### config.mk
export PLATFORM = sky130hd
export DESIGN_NAME = wdr_top
export DESIGN_NICKNAME = d
export VERILOG_FILES = /design/src/verilog/wdr_pkg.sv /design/src/verilog/wdr_ctl_if.sv /design/src/verilog/wdr_prescaler.sv /design/src/verilog/wdr_reset_stretch.sv /design/src/verilog/wdr_top.sv
export SDC_FILE = /design/constraint.sdc
export NUM_CORES = 1
export LEC_CHECK = 0
export BUFFER_PORTS_ARGS = -buffer_cell sky130_fd_sc_hd__buf_2
export CORE_MARGIN = 2
export CORE_UTILIZATION = 35
export CTS_CLUSTER_SIZE = 10
export DETAILED_ROUTE_END_ITERATION = 8
export PLACE_DENSITY = 0.55
export SYNTH_ARGS = -nofsm -noshare
export SYNTH_HDL_FRONTEND = slang
export SYNTH_SLANG_ARGS = --single-unit
export TNS_END_PERCENT = 10
### constraint.sdc
create_clock -name sys_clk_i -period 1.92 [get_ports sys_clk_i]
set_input_delay 0.384 -clock sys_clk_i [delete_from_list [all_inputs] [get_ports sys_clk_i]]
set_output_delay 0.384 -clock sys_clk_i [all_outputs]
set_load 0.05 [all_outputs]
### src/verilog/wdr_pkg.sv
package wdr_pkg;

  // ==========================================================
  // special function register addresses
  localparam logic [7:0] ADDR_CTRL = 8'h91;
  localparam logic [7:0] ADDR_RELOAD = 8'h92;
  localparam logic [7:0] ADDR_KEY_FIRST = 8'h93;
  localparam logic [7:0] ADDR_KEY_SECOND = 8'h94;
  localparam logic [7:0] ADDR_COUNT = 8'h95;

  // ==========================================================
  // feed key values
  localparam logic [7:0] KEY_FIRST_VAL = 8'hFD;
  localparam logic [7:0] KEY_SECOND_VAL = 8'h2A;

  // ==========================================================
  // dog_control bit positions
  localparam int CTRL_FORCE = 6;
  localparam int CTRL_RSTEN = 3;
  localparam int CTRL_FLAG = 2;
  localparam int CTRL_REFRESH = 1;
  localparam int CTRL_RUN = 0;

  // ==========================================================
  // reset values
  localparam logic [7:0] RELOAD_RST = 8'h00;
  localparam logic [7:0] COUNT_RST = 8'h00;
  localparam logic [7:0] RDATA_RST = 8'h00;

  // ==========================================================
  // timing and counter limits
  localparam int PRESC_CYCLES = 344064;
  localparam int RST_CYCLES = 196;
  localparam logic [7:0] COUNT_TERM = 8'hFE;

  // ==========================================================
  // interrupt identity
  localparam logic [15:0] IRQ_VECTOR = 16'h0053;
  localparam logic [3:0] IRQ_PRIORITY = 4'h9;

  // ==========================================================
  // feed sequence states
  typedef enum logic [1:0] {
    WDR_KEY_IDLE = 2'b00,
    WDR_KEY_ONE = 2'b01,
    WDR_KEY_TWO = 2'b11
  } wdr_key_e;

endpackage : wdr_pkg

### src/verilog/wdr_ctl_if.sv
`timescale 1ns/1ps
interface wdr_ctl_if;
  logic presc_clr;
  logic presc_run;
  logic tick;
  logic rst_req;
  logic rst_busy;

  modport core (
    output presc_clr,
    output presc_run,
    output rst_req,
    input tick,
    input rst_busy
  );
  modport presc (
    input presc_clr,
    input presc_run,
    output tick
  );
  modport strch (
    input rst_req,
    output rst_busy
  );
endinterface : wdr_ctl_if

### src/verilog/wdr_prescaler.sv
`timescale 1ns/1ps
module wdr_prescaler #(
  parameter int PRESC_CYCLES = wdr_pkg::PRESC_CYCLES
) (
  // clock and reset
  input wire logic sys_clk_i,
  input wire logic rst_n_i,
  // control
  wdr_ctl_if.presc ctl
);
  localparam int PW = $clog2(PRESC_CYCLES);
  localparam logic [PW-1:0] LAST = PW'(PRESC_CYCLES - 1);
  localparam logic [PW-1:0] ZERO = '0;
  localparam logic [PW-1:0] ONE = PW'(1);

  logic [PW-1:0] cnt_q;
  logic [PW-1:0] cnt_d;

  // ==========================================================
  // divider
  assign ctl.tick = ctl.presc_run && !ctl.presc_clr && (cnt_q == LAST);

  always_comb begin
    cnt_d = cnt_q;
    if (ctl.presc_clr) begin
      cnt_d = ZERO;
    end else if (ctl.presc_run) begin
      cnt_d = (cnt_q == LAST) ? ZERO : cnt_q + ONE;
    end
  end

  always_ff @(posedge sys_clk_i or negedge rst_n_i) begin
    if (!rst_n_i) begin
      cnt_q <= '0;
    end else begin
      cnt_q <= cnt_d;
    end
  end
endmodule : wdr_prescaler

### src/verilog/wdr_reset_stretch.sv
`timescale 1ns/1ps
module wdr_reset_stretch #(
  parameter int RST_CYCLES = wdr_pkg::RST_CYCLES
) (
  // clock and reset
  input wire logic sys_clk_i,
  input wire logic rst_n_i,
  // control
  wdr_ctl_if.strch ctl
);
  localparam int CW = $clog2(RST_CYCLES + 1);
  localparam logic [CW-1:0] LOAD = CW'(RST_CYCLES - 1);
  localparam logic [CW-1:0] ZERO = '0;
  localparam logic [CW-1:0] ONE = CW'(1);

  logic busy_q;
  logic busy_d;
  logic [CW-1:0] cnt_q;
  logic [CW-1:0] cnt_d;
  logic [8:0] hi_len_q;

  // ==========================================================
  // pulse stretcher
  assign ctl.rst_busy = busy_q;

  always_comb begin
    busy_d = busy_q;
    cnt_d = cnt_q;
    if (ctl.rst_req) begin
      busy_d = 1'b1;
      cnt_d = LOAD;
    end else if (busy_q) begin
      if (cnt_q == ZERO) begin
        busy_d = 1'b0;
      end else begin
        cnt_d = cnt_q - ONE;
      end
    end
  end

  always_ff @(posedge sys_clk_i or negedge rst_n_i) begin
    if (!rst_n_i) begin
      busy_q <= 1'b0;
      cnt_q <= '0;
    end else begin
      busy_q <= busy_d;
      cnt_q <= cnt_d;
    end
  end

  // ==========================================================
  // checks
  always_ff @(posedge sys_clk_i or negedge rst_n_i) begin
    if (!rst_n_i) begin
      hi_len_q <= '0;
    end else if (busy_q) begin
      hi_len_q <= (hi_len_q == 9'h1FF) ? hi_len_q : hi_len_q + 9'h001;
    end else begin
      hi_len_q <= '0;
    end
  end
endmodule : wdr_reset_stretch

### src/verilog/wdr_top.sv
`timescale 1ns/1ps
module wdr_top #(
  parameter int PRESC_CYCLES = wdr_pkg::PRESC_CYCLES,
  parameter int RST_CYCLES = wdr_pkg::RST_CYCLES
) (
  // clock and power-on reset
  input wire logic sys_clk_i,
  input wire logic rst_n_i,
  // special function register port
  input wire logic sfr_wr_i,
  input wire logic [7:0] sfr_addr_i,
  input wire logic [7:0] sfr_wdata_i,
  output logic [7:0] sfr_rdata_o,
  // power and interrupt enable
  input wire logic power_down_i,
  input wire logic dog_irq_enable_i,
  // interrupt request
  output logic irq_o,
  output logic [15:0] irq_vector_o,
  output logic [3:0] irq_priority_o,
  // watchdog reset
  output logic wdt_rst_o
);

  // ==========================================================
  // state
  wdr_pkg::wdr_key_e key_q;
  wdr_pkg::wdr_key_e key_d;
  logic rsten_q;
  logic rsten_d;
  logic force_q;
  logic force_d;
  logic lock_q;
  logic lock_d;
  logic run_q;
  logic run_d;
  logic flag_q;
  logic flag_d;
  logic [7:0] reload_q;
  logic [7:0] reload_d;
  logic [7:0] cnt_q;
  logic [7:0] cnt_d;
  logic [7:0] rdata_q;
  logic [7:0] rdata_d;

  logic wr_ctrl;
  logic wr_reload;
  logic wr_key1;
  logic wr_key2;
  logic key_bad;
  logic ctrl_we;
  logic refresh;
  logic counting;
  logic ovf;

  wdr_ctl_if ctl ();

  // ==========================================================
  // address decode
  function automatic logic hit(input logic wr, input logic [7:0] addr, input logic [7:0] reg_addr);
    hit = wr && (addr == reg_addr);
  endfunction : hit

  assign wr_ctrl = hit(sfr_wr_i, sfr_addr_i, wdr_pkg::ADDR_CTRL);
  assign wr_reload = hit(sfr_wr_i, sfr_addr_i, wdr_pkg::ADDR_RELOAD);
  assign wr_key1 = hit(sfr_wr_i, sfr_addr_i, wdr_pkg::ADDR_KEY_FIRST);
  assign wr_key2 = hit(sfr_wr_i, sfr_addr_i, wdr_pkg::ADDR_KEY_SECOND);

  // ==========================================================
  // feed sequence
  always_comb begin
    key_d = key_q;
    key_bad = 1'b0;
    unique case (key_q)
      wdr_pkg::WDR_KEY_IDLE: begin
        if (rsten_q && wr_key1 && sfr_wdata_i == wdr_pkg::KEY_FIRST_VAL) begin
          key_d = wdr_pkg::WDR_KEY_ONE;
        end
      end
      wdr_pkg::WDR_KEY_ONE: begin
        if (wr_key2 && sfr_wdata_i == wdr_pkg::KEY_SECOND_VAL) begin
          key_d = wdr_pkg::WDR_KEY_TWO;
        end else if (sfr_wr_i) begin
          key_d = wdr_pkg::WDR_KEY_IDLE;
          key_bad = 1'b1;
        end
      end
      wdr_pkg::WDR_KEY_TWO: begin
        if (wr_ctrl) begin
          key_d = wdr_pkg::WDR_KEY_IDLE;
        end else if (sfr_wr_i) begin
          key_d = wdr_pkg::WDR_KEY_IDLE;
          key_bad = 1'b1;
        end
      end
      default: begin
        key_d = wdr_pkg::WDR_KEY_IDLE;
      end
    endcase
    if (ctl.rst_busy || !rsten_q) begin
      key_d = wdr_pkg::WDR_KEY_IDLE;
    end
  end

  // control writes: free in timer mode, keyed in watchdog mode
  assign ctrl_we = wr_ctrl && (!rsten_q || key_q == wdr_pkg::WDR_KEY_TWO);
  assign refresh = ctrl_we && sfr_wdata_i[wdr_pkg::CTRL_REFRESH];

  // ==========================================================
  // control register
  always_comb begin
    rsten_d = rsten_q | (ctrl_we & sfr_wdata_i[wdr_pkg::CTRL_RSTEN]);
    lock_d = lock_q;
    force_d = force_q;
    run_d = run_q;
    flag_d = flag_q;
    if (ovf) begin
      lock_d = 1'b0;
    end
    if (ctrl_we) begin
      run_d = sfr_wdata_i[wdr_pkg::CTRL_RUN];
      force_d = sfr_wdata_i[wdr_pkg::CTRL_FORCE] | (lock_q & ~ovf);
      if (sfr_wdata_i[wdr_pkg::CTRL_FORCE]) begin
        lock_d = 1'b1;
      end
      if (sfr_wdata_i[wdr_pkg::CTRL_FLAG]) begin
        flag_d = 1'b0;
      end
    end
    if (ovf) begin
      flag_d = 1'b1;
    end
  end

  // ==========================================================
  // counter
  assign counting = (force_q | run_q) & ~power_down_i & ~ctl.rst_busy;
  assign ovf = ctl.tick && (cnt_q >= wdr_pkg::COUNT_TERM);

  assign ctl.presc_run = counting;
  assign ctl.presc_clr = refresh | ctl.rst_busy;
  assign ctl.rst_req = key_bad | (ovf & rsten_q);

  always_comb begin
    reload_d = reload_q;
    cnt_d = cnt_q;
    if (wr_reload) begin
      reload_d = sfr_wdata_i;
    end
    if (refresh || ctl.rst_busy) begin
      cnt_d = reload_q;
    end else if (ctl.tick) begin
      cnt_d = ovf ? reload_q : cnt_q + 8'h01;
    end
  end

  // ==========================================================
  // read data
  always_comb begin
    rdata_d = 8'h00;
    unique case (sfr_addr_i)
      wdr_pkg::ADDR_CTRL: begin
        rdata_d[wdr_pkg::CTRL_FORCE] = force_q;
        rdata_d[wdr_pkg::CTRL_RSTEN] = rsten_q;
        rdata_d[wdr_pkg::CTRL_FLAG] = flag_q;
        rdata_d[wdr_pkg::CTRL_RUN] = run_q;
      end
      wdr_pkg::ADDR_RELOAD: begin
        rdata_d = reload_q;
      end
      wdr_pkg::ADDR_COUNT: begin
        rdata_d = cnt_q;
      end
      default: begin
        rdata_d = 8'h00;
      end
    endcase
  end

  // ==========================================================
  // registers
  always_ff @(posedge sys_clk_i or negedge rst_n_i) begin
    if (!rst_n_i) begin
      key_q <= wdr_pkg::WDR_KEY_IDLE;
      rsten_q <= 1'b0;
      force_q <= 1'b0;
      lock_q <= 1'b0;
      run_q <= 1'b0;
      flag_q <= 1'b0;
      reload_q <= wdr_pkg::RELOAD_RST;
      cnt_q <= wdr_pkg::COUNT_RST;
      rdata_q <= wdr_pkg::RDATA_RST;
    end else begin
      key_q <= key_d;
      rsten_q <= rsten_d;
      force_q <= force_d;
      lock_q <= lock_d;
      run_q <= run_d;
      flag_q <= flag_d;
      reload_q <= reload_d;
      cnt_q <= cnt_d;
      rdata_q <= rdata_d;
    end
  end

  // ==========================================================
  // outputs
  assign sfr_rdata_o = rdata_q;
  assign irq_o = flag_q & dog_irq_enable_i & ~rsten_q;
  assign irq_vector_o = wdr_pkg::IRQ_VECTOR;
  assign irq_priority_o = wdr_pkg::IRQ_PRIORITY;
  assign wdt_rst_o = ctl.rst_busy;

  // ==========================================================
  // submodules
  wdr_prescaler #(
    .PRESC_CYCLES(PRESC_CYCLES)
  ) u_presc (
    .sys_clk_i(sys_clk_i),
    .rst_n_i(rst_n_i),
    .ctl(ctl.presc)
  );

  wdr_reset_stretch #(
    .RST_CYCLES(RST_CYCLES)
  ) u_strch (
    .sys_clk_i(sys_clk_i),
    .rst_n_i(rst_n_i),
    .ctl(ctl.strch)
  );
endmodule : wdr_top
Yosys cells after proc, flatten, opt, wreduce, memory -nomap -nowiden

Index checks and enable logic that the tools add are counted.

Add/subtract/negate cells: 3
Multipliers: 0
Div/mod/pow operators: 0
Magnitude comparators: 1
Equal/unequal tests: 12
Shifts and indexed selects: 0
Mux-type cells: 34
Bitwise operators: 16
Reduce and logical (&&, ||, !) cells: 26

Operators with widths:

| kind                                                | number |
|---|---|
| 2-to-1 mux 19 bit                                   | 3 |
| equality test 8 bit, second input constant          | 6 |
| 2-to-1 mux 8 bit                                    | 6 |
| adder 19 x 1 -> 19 bit, second input constant       | 1 |
| equality test 19 bit, second input constant         | 1 |
| logical AND 1 bit                                   | 12 |
| 2-to-1 mux 1 bit                                    | 12 |
| one-hot mux 2 bit (3 select lines)                  | 2 |
| 2-to-1 mux 2 bit                                    | 5 |
| nonzero test 2 bit                                  | 5 |
| adder 8 x 1 -> 8 bit, second input constant         | 1 |
| equality test 8 x 6 -> 1 bit, second input constant | 1 |
| >= comparator 8 bit, second input constant          | 1 |
| zero test 8 bit                                     | 1 |
| subtractor 8 x 1 -> 8 bit, second input constant    | 1 |
| AND 1 bit                                           | 7 |
| one-hot mux 1 bit (2 select lines)                  | 3 |
| one-hot mux 1 bit (3 select lines)                  | 2 |
| OR 1 bit                                            | 5 |
| NOT 1 bit                                           | 4 |
| one-hot mux 2 bit (2 select lines)                  | 1 |
| AND reduction 2 bit                                 | 2 |
| logical OR 1 bit                                    | 3 |
| inequality test 3 bit, second input constant        | 1 |
| other kinds (5)                                     | 6 |

Register bits after elaboration: 59
Bits in latches: 0
Memory bits (writable): 0
Bits in read-only memories: 0
Output and inout port bits: 30
Memories kept: 0

Logic depth before layout (Yosys ltp)

Gate-level depths: netlist of the first run.

Depth in word-level cells: 13
Depth in mapped cells: 7

By module

From an unflattened synthesis of the first run, not the netlist that was laid out.

Cells, all modules: 339
Area, all modules: 3428.3 um^2

Modules (own cells, without submodules):

| module            | instances | cells an instance | area an instance (um^2) | sequential area each (um^2) |
|---|---|---|---|---|
| wdr_top           | 1         | 165               | 1751.7                  | 775.7 |
| wdr_prescaler     | 1         | 123               | 1163.6                  | 475.5 |
| wdr_reset_stretch | 1         | 51                | 513.0                   | 225.2 |

Worst setup path before layout of the first run

Ideal clock, no wire load.

Path type: reg2reg
Start point: register u_presc.cnt_q[0]
End point: register u_strch.cnt_q[2]
Library setup time: 0.134 ns
Arrival time: 1.895 ns
Required time: 1.786 ns
Setup slack: -0.109 ns
Stages on the path, launching flop included: 7
Buffers on the path: 0
Period minus slack after synthesis: 2.029 ns
Path through: dfrtp_1 > ha_1 > nand3_4 > nor4_4 > o2111ai_2 > o21ai_0 > nor2_1

Longest elaborated chain between the ends: 7

RTL lines:

| what                                                                  | RTL line                | RTL |
|---|---|---|
| start: declaration                                                    | wdr_prescaler.sv:16     | `logic [PW-1:0] cnt_q;` |
| start signal: assignment                                              | wdr_prescaler.sv:36     | `cnt_q <= cnt_d;` |
| equality test 19 bit (*)                                              | wdr_prescaler.sv:21     | `assign ctl.tick = ctl.presc_run && !ctl.presc_clr && (cnt_q == LAST);` |
| logical AND 1 bit (*)                                                 | wdr_prescaler.sv:21     |  |
| logical AND 1 bit (*)                                                 | wdr_top.sv:138          | `assign ovf = ctl.tick && (cnt_q >= wdr_pkg::COUNT_TERM);` |
| AND 1 bit (*)                                                         | wdr_top.sv:142          | `assign ctl.rst_req = key_bad \| (ovf & rsten_q);` |
| OR 1 bit (*)                                                          | wdr_top.sv:142          |  |
| inequality test 2 bit (no line) or nonzero test 2 bit (tied branches) | -                       |  |
| AND reduction 2 bit (no line)                                         | -                       |  |
| end signal: assignment                                                | wdr_reset_stretch.sv:47 | `cnt_q <= cnt_d;` |
| end: declaration                                                      | wdr_reset_stretch.sv:18 | `logic [CW-1:0] cnt_q;` |

Every way passes the cells marked *; elsewhere a longest branch is shown, timed or not.
A chain may end at the register's enable or synchronous reset.

Final worst setup path of the first run

Start point: register u_presc.cnt_q[14]
End point: register cnt_q[5]

Longest elaborated chain between the ends: 6

RTL lines:

| what                     | RTL line            | RTL |
|---|---|---|
| equality test 19 bit (*) | wdr_prescaler.sv:21 |  |
| logical AND 1 bit (*)    | wdr_prescaler.sv:21 |  |
| logical AND 1 bit        | wdr_top.sv:138      |  |
| 2-to-1 mux 8 bit         | wdr_top.sv:153      | `cnt_d = ovf ? reload_q : cnt_q + 8'h01;` |
| 2-to-1 mux 8 bit         | wdr_top.sv:152      | `end else if (ctl.tick) begin` |
| 2-to-1 mux 8 bit         | wdr_top.sv:150      | `if (refresh \|\| ctl.rst_busy) begin` |
| end signal: assignment   | wdr_top.sv:191      | `cnt_q <= wdr_pkg::COUNT_RST;` |
| end signal: assignment   | wdr_top.sv:201      | `cnt_q <= cnt_d;` |
| end: declaration         | wdr_top.sv:41       | `logic [7:0] cnt_q;` |

Every way passes the cells marked *; elsewhere a longest branch is shown, timed or not. The select of a mux whose other input is x is not followed.

==> results.py, run 1 <==
metrics = {
    "die": {
        "die_h_um": 105.2,
        "start_util_pct": 36.35,
        "dieWidth_um": 105.2,
        "fp.dieArea_mm2": 0.01107,
        "io-pin-count": 51,
        "num_rows": 36,
        "coreArea_mm2": 0.009864,
    },
    "final_layout": {
        "num_antenna_cells": 0,
        "nets": 504,
        "syn_to_final_growth_pct": 30.08,
        "layout_commonest_cell": "buf_4",
        "fill_cells": 937,
        "seq_area_mm2": 0.001476,
        "multiInputGateArea_mm2": 0.001946,
        "final_cell_mix": "buf_4, dfrtp_1, nand2_1",
        "fin_area_mm2": 0.004664,
        "layout-drive-gt1-share_pct": 32.92,
    },
    "clocking": {
        "hold_buffers": 0,
        "cts_tree": "done",
        "htree_levels": 3,
        "cts.clk_slew.worst_paths_ns": 0.07,
        "root_buffer": "clkbuf_8",
        "clockBufferDepth": 2,
        "cts.sinks": 59,
        "numCtsBuffers": 9,
        "insertion_delay_ns": 0.34,
    },
    "detailed_routing": {
        "ant_nets": 0,
        "post_drt_via_cell_ratio": 5.325,
        "vias": 3280,
        "drtPass1Iterations": 5,
        "drt_wl_total_um": 9261,
        "wire_per_inst_um": 15.03,
        "first_iter_violations": 131,
        "drc": 0,
    },
    "pwr": {
        "vdd_ir_drop_max_mv": 0.2656,
        "p_leak_nw": 2.069,
        "power.density_mw_per_mm2": 596.6,
    },
    "sta": {
        "max_freq_mhz": 518.1,
        "fin_ws_ns": -0.01019,
        "holdWs_ns": 0.04189,
        "period_share_pct": 100.5,
        "drv_slew": 0,
        "finalHoldViolCount": 0,
        "worst_pin_slew_ns": 0.7295,
        "finalSetupViolations": 1,
        "fin_skew_ns": 0.007463,
        "final.min_clock_period_ns": 1.930,
        "rsz0062_at_grt": "true",
        "relSlewSlack_pct": 51.21,
    },
    "synth": {
        "synth.top_cells.by_area": "dfrtp_1, buf_4, nand3_1",
        "ys.flop_type": "dfrtp_1",
        "syn_inst": 377,
        "ys_ff_latch": 59,
        "synth_area_mm2": 0.003586,
        "ys_types": 66,
        "yosysSeqAreaShare_pct": 41.17,
        "async_reset_ff_share_pct": 100.0,
        "synth_area_leader_cell": "dfrtp_1",
        "yosys_warnings": 0,
        "syn_area_per_cell_um2": 9.512,
        "synth_edf_count": 0,
        "synth.top_cell.area_share_pct": 41.17,
    },
    "grt": {
        "antenna_found_initial": 0,
        "grt_start_max_net_pins": 60,
        "track_usage_pct": 17.58,
        "overflow": 0,
        "grt_pass1_vias": 3288,
        "grt_pass1_wl_um": 15640,
    },
    "setup_path": {
        "crit_path_end_kind": "flop",
        "critPathArrivalTime_ns": 2.20,
        "critPathLaunchType": "flop",
        "critPathKind": "reg -> reg",
        "required_ns": 2.19,
        "crit_fanout": 5,
    },
    "worst_hold_path": {
        "hp-class": "in -> async",
    },
    "flow_run": {
        "max_cap_violations": 0,
    },
    "place": {
        "port_buffers": 30,
        "finalWeightedCongestion": 0.8611,
        "dpl_worst_slack_ns": -0.3367,
        "placed_area_mm2": 0.004353,
        "dp_hpwl_um": 6872,
    },
    "run_status": {
        "violations": "setup timing",
        "status": "finished, violations left",
    },
}
## state kept, by name, summed over array words and instances, names as in the netlist
signal,count
lock_q,1
key_q,2
reload_q,8
rsten_q,1
u_presc.cnt_q,19
u_strch.cnt_q,8
u_strch.ctl.rst_busy,1
sfr_rdata_o,8
cnt_q,8
run_q,1
force_q,1
flag_q,1
## Yosys cell counts (2+ instances only)
cell type,number
dfrtp_1,59
nand2_1,35
nand3_1,31
inv_1,22
buf_4,21
nor3_1,16
a31oi_1,15
o21ai_0,15
nand4_1,12
nor2_1,12
mux2_2,9
clkbuf_1,7
nor4_1,7
xor2_1,7
a21oi_1,6
o22ai_1,6
a22o_1,5
and3_1,5
ha_1,5
o211ai_1,5
a222oi_1,4
nand2b_1,4
a2111oi_0,3
a211oi_1,3
a221oi_1,3
buf_2,3
mux2i_1,3
o2111a_1,3
or3_1,3
a22oi_1,2
a41oi_1,2
and4bb_2,2
clkbuf_8,2
conb_1,2
nand4b_1,2
nor2b_1,2
o211a_1,2
or2_2,2
or4b_1,2
xnor2_1,2
## cell type report
cell class,instances,share of cell area [%]
multi-input combinational,281,41.71
sequential,59,31.65
timing repair buffer,105,16.44
tap,133,3.568
clock buffer,10,2.951
clock inverter,6,1.905
inverter,22,1.770
## power by group
| part | total (mW) | leakage [nW] | internal (mW) | switching [mW] |
|---|---|---|---|---|
| registers | 1.27 | 0.786 | 1.26 | 0.0155 |
| logic | 0.223 | 1.17 | 0.0642 | 0.159 |
| clock network | 1.29 | 0.108 | 0.765 | 0.520 |
| total | 2.78 | 2.07 | 2.09 | 0.695 |
## kinds of logic after synthesis
group	count (synthesis)	synth area share, %
simple gates	150	24.32
compound gates	85	18.07
flops	59	41.17
buf+inv	55	8.618
mux	12	3.664
xor+xnor	9	2.198
fa+ha+maj	5	1.745
other cells	2	0.2094
## path summary, 6_finish.rpt
kind	cells after the start	slack (ns)	to	from
min in group sys_clk_i	2	0.30	reload_q[5]	sfr_wdata_i[5]
worst max register to register	6	-0.01	cnt_q[5]	u_presc.cnt_q[14]
max in group asynchronous	2	1.61	u_presc.cnt_q[11]	rst_n_i
worst min-delay path	2	0.04	sfr_rdata_o[0]	rst_n_i
worst max-delay path	6	-0.01	cnt_q[5]	u_presc.cnt_q[14]
worst min register to register	1	0.47	u_presc.cnt_q[18]	u_presc.cnt_q[18]
## worst max-delay path, stage by stage, from the launching register on
cell and delay (ns):
dfrtp_1 0.38, nand4b_1 0.25, nor4_4 0.30, buf_4 0.18
o2111ai_4 0.16, or4_1 0.49, nand4_1 0.10
## metal layers
metal  track usage (%)  part of all wire [%]
met3             2.721                   4.0
met2             30.14                    50
met1             21.35                    43
met4             8.857                   2.7
met5                 0                     0
## metrics by stage
step           instances  total power [mW]   TNS, ns  utilization [%]
6_report             616             2.783  -0.01019            47.29
5_1_grt              616             2.890   -0.6604            47.29
4_1_cts              615             2.820  -0.04817            46.69
3_5_place_dp         599             1.522    -8.180            44.13
3_3_place_gp         599             1.521    -7.462            44.13
2_1_floorplan        395             1.447   -0.1967                -
## what timing repair did
| action | in CTS | in global routing |
|---|---|---|
| resized for setup | 5 | 11 |
| buffers inserted | 0 | 1 |
| setup endpoints to repair | 26 | 31 |
| pin swaps | 1 | 1 |
(Power assumes the default switching activity.)
==> run 2: changes to the inputs <==
CORE_ASPECT_RATIO = 0.8   (was unset)
==> run 2 against run 1 <==
  * The flow now finishes without violations
  * Clock power grew 23%
  * Critical endpoint is now cnt_q[3]
  * Sequential power barely moved
  * Largest cell class unchanged
  * Combinational power about the same
  * Register-to-register slack about the same
  * Sequential share of layout area decreased by 0.67 points
  * Via count is 0.85% higher
  * First-iteration DRC count rose to 2.8 times the previous value
  * Non-clock buffer count fell by 5
  * Die area barely moved
  * Critical path depth is the same
  * Critical path type unchanged
  * Worst setup slack better by 0.012 ns
  * Wire length is 0.45% higher
==> results.py, run 2 (same netlist as run 1, synthesis figures left out) <==
metrics = {
    "grt": {
        "grt_pass1_wl_um": 15260,
        "track_usage_pct": 17.64,
        "antenna_found_initial": 0,
        "grt_start_max_net_pins": 60,
        "grt_pass1_vias": 3096,
        "overflow": 0,
    },
    "final_layout": {
        "final_cell_mix": "buf_4, dfrtp_1, nand2_1",
        "fin_util_pct": 47.11,
        "largest_register_ffs": 19,
        "nets": 499,
        "layout-drive-gt1-share_pct": 34.10,
        "syn_to_final_growth_pct": 32.90,
        "num_antenna_cells": 0,
        "layout_commonest_cell": "buf_4",
        "regMostFlops": "u_presc.cnt_q",
    },
    "pwr": {
        "pwr-share-seq_pct": 41.4,
        "vdd_ir_drop_max_mv": 0.3848,
        "switching_share_pct": 24.75,
        "p_leak_nw": 2.093,
        "pwr-share-clk_pct": 51.4,
        "p_switching_mw": 0.7637,
        "p_comb_share_pct": 7.2,
        "power.internal_mw": 2.322,
        "power.density_mw_per_mm2": 647.4,
        "power_mw": 3.086,
    },
    "clocking": {
        "clockBufferDepth": 2,
        "htree_levels": 3,
        "numCtsBuffers": 9,
        "insertion_delay_ns": 0.33,
        "cts_tree": "done",
        "cts.sinks": 59,
        "root_buffer": "clkbuf_16",
        "cts.clk_slew.worst_paths_ns": 0.06,
    },
    "sta": {
        "fin_tns_setup_ns": 0,
        "rsz0062_at_grt": "true",
        "worst_pin_slew_ns": 0.7928,
        "fin_skew_ns": 0.01113,
        "relSlewSlack_pct": 46.98,
        "drv_slew": 0,
        "final.min_clock_period_ns": 1.918,
        "period_share_pct": 99.92,
        "fin_ws_ns": 0.001556,
        "finalSetupViolations": 0,
        "max_freq_mhz": 521.3,
        "finalHoldViolCount": 0,
    },
    "detailed_routing": {
        "ant_nets": 0,
        "vias": 3308,
        "drc": 0,
        "post_drt_via_cell_ratio": 5.353,
        "wire_per_inst_um": 15.05,
        "drtPass1Iterations": 7,
        "drt_wl_total_um": 9303,
        "first_iter_violations": 372,
    },
    "flow_run": {
        "max_cap_violations": 0,
    },
    "die": {
        "coreArea_mm2": 0.01012,
        "io-pin-count": 51,
        "num_rows": 33,
        "start_util_pct": 35.45,
        "dieWidth_um": 117.2,
        "fp.dieArea_mm2": 0.01108,
        "die_h_um": 94.54,
    },
    "worst_hold_path": {
        "hp-class": "in -> async",
    },
    "place": {
        "port_buffers": 30,
        "dp_hpwl_um": 6677,
        "finalWeightedCongestion": 0.8183,
        "dpl_worst_slack_ns": -0.3076,
    },
    "run_status": {
        "status": "finished clean",
    },
    "setup_path": {
        "required_ns": 2.17,
        "crit_fanout": 5,
        "slowest_stage": "or4_4",
        "crit_path_end_kind": "flop",
        "cpPeakStageDelay_ns": 0.46,
        "crit_chain": "nand4b_1 > buf_4 > or4_4 > nor3_1 > a221oi_1 > o211ai_1",
        "critPathLaunchType": "flop",
        "critPathArrivalTime_ns": 2.17,
        "critPathKind": "reg -> reg",
    },
}
run 2: area by class of cell:
cell class / count / area [µm²]
Clock inverter: 7 / 68.82
Clock buffer: 9 / 225.2
Tap cell: 140 / 175.2
Timing Repair Buffer: 100 / 732.0
Fill cell: 921 / 5350
Multi-Input combinational cell: 281 / 2006
Inverter: 22 / 82.58
Sequential cell: 59 / 1476
run 2: metrics by stage:
step                      area (µm²)  cells  hold WS, ns
after CTS                       4616    613      0.05906
after floorplan                 3654    395      0.08841
final                           4766    618      0.04067
after global routing            4766    618      0.04339
after detailed placement        4294    597       0.4152
after global placement          4294    597       0.4150
run 2: timing repair:
action / 4_1_cts / 5_1_grt
resized for setup: 6 / 29
endpoints found under the setup margin: 29 / 35
pin swaps: 0 / 14
gates cloned: 0 / 0
hold buffers: 0 / 0
setup buffers: 0 / 6
run 2: critical path: cells and delay by family (launching register included):
family / cells / cell delay, ns
AO/OA/AOI/OAI: 2 / 0.30
buffers and inverters: 1 / 0.21
AND/OR/NAND/NOR: 3 / 0.94
flip-flops: 1 / 0.38
run 2: worst paths after layout:
| path | end | start | slack, ns | cells past startpoint |
|---|---|---|---|---|
| worst max-delay path | cnt_q[3] | u_presc.cnt_q[14] | 0.002 | 6 |
| worst min-delay path | sfr_rdata_o[0] | rst_n_i | 0.04 | 2 |
| worst max register to register | cnt_q[3] | u_presc.cnt_q[14] | 0.002 | 6 |
| worst min register to register | u_presc.cnt_q[18] | u_presc.cnt_q[18] | 0.48 | 1 |
| max in group asynchronous | run_q | rst_n_i | 1.60 | 2 |
| min in group sys_clk_i | reload_q[5] | sfr_wdata_i[5] | 0.32 | 2 |
run 2: layer usage:
metal | global-route usage [%] | routed length [µm] | vias up
met2 | 26.63 | 4225 | 97
li1 | - | - | 1579
met4 | 4.804 | 124 | 0
met3 | 4.878 | 480 | 14
met1 | 24.80 | 4472 | 1618
met5 | 0 | 0 | -
run 2: power groups by stage:
stage                     sequential, mW  combinational (mW)  clock [mW]
after global placement              1.30               0.220           0
after detailed placement            1.30               0.221           0
after floorplan                     1.30               0.151           0
after global routing                1.28               0.240        1.69
final                               1.28               0.221        1.59
after CTS                           1.28               0.222        1.63
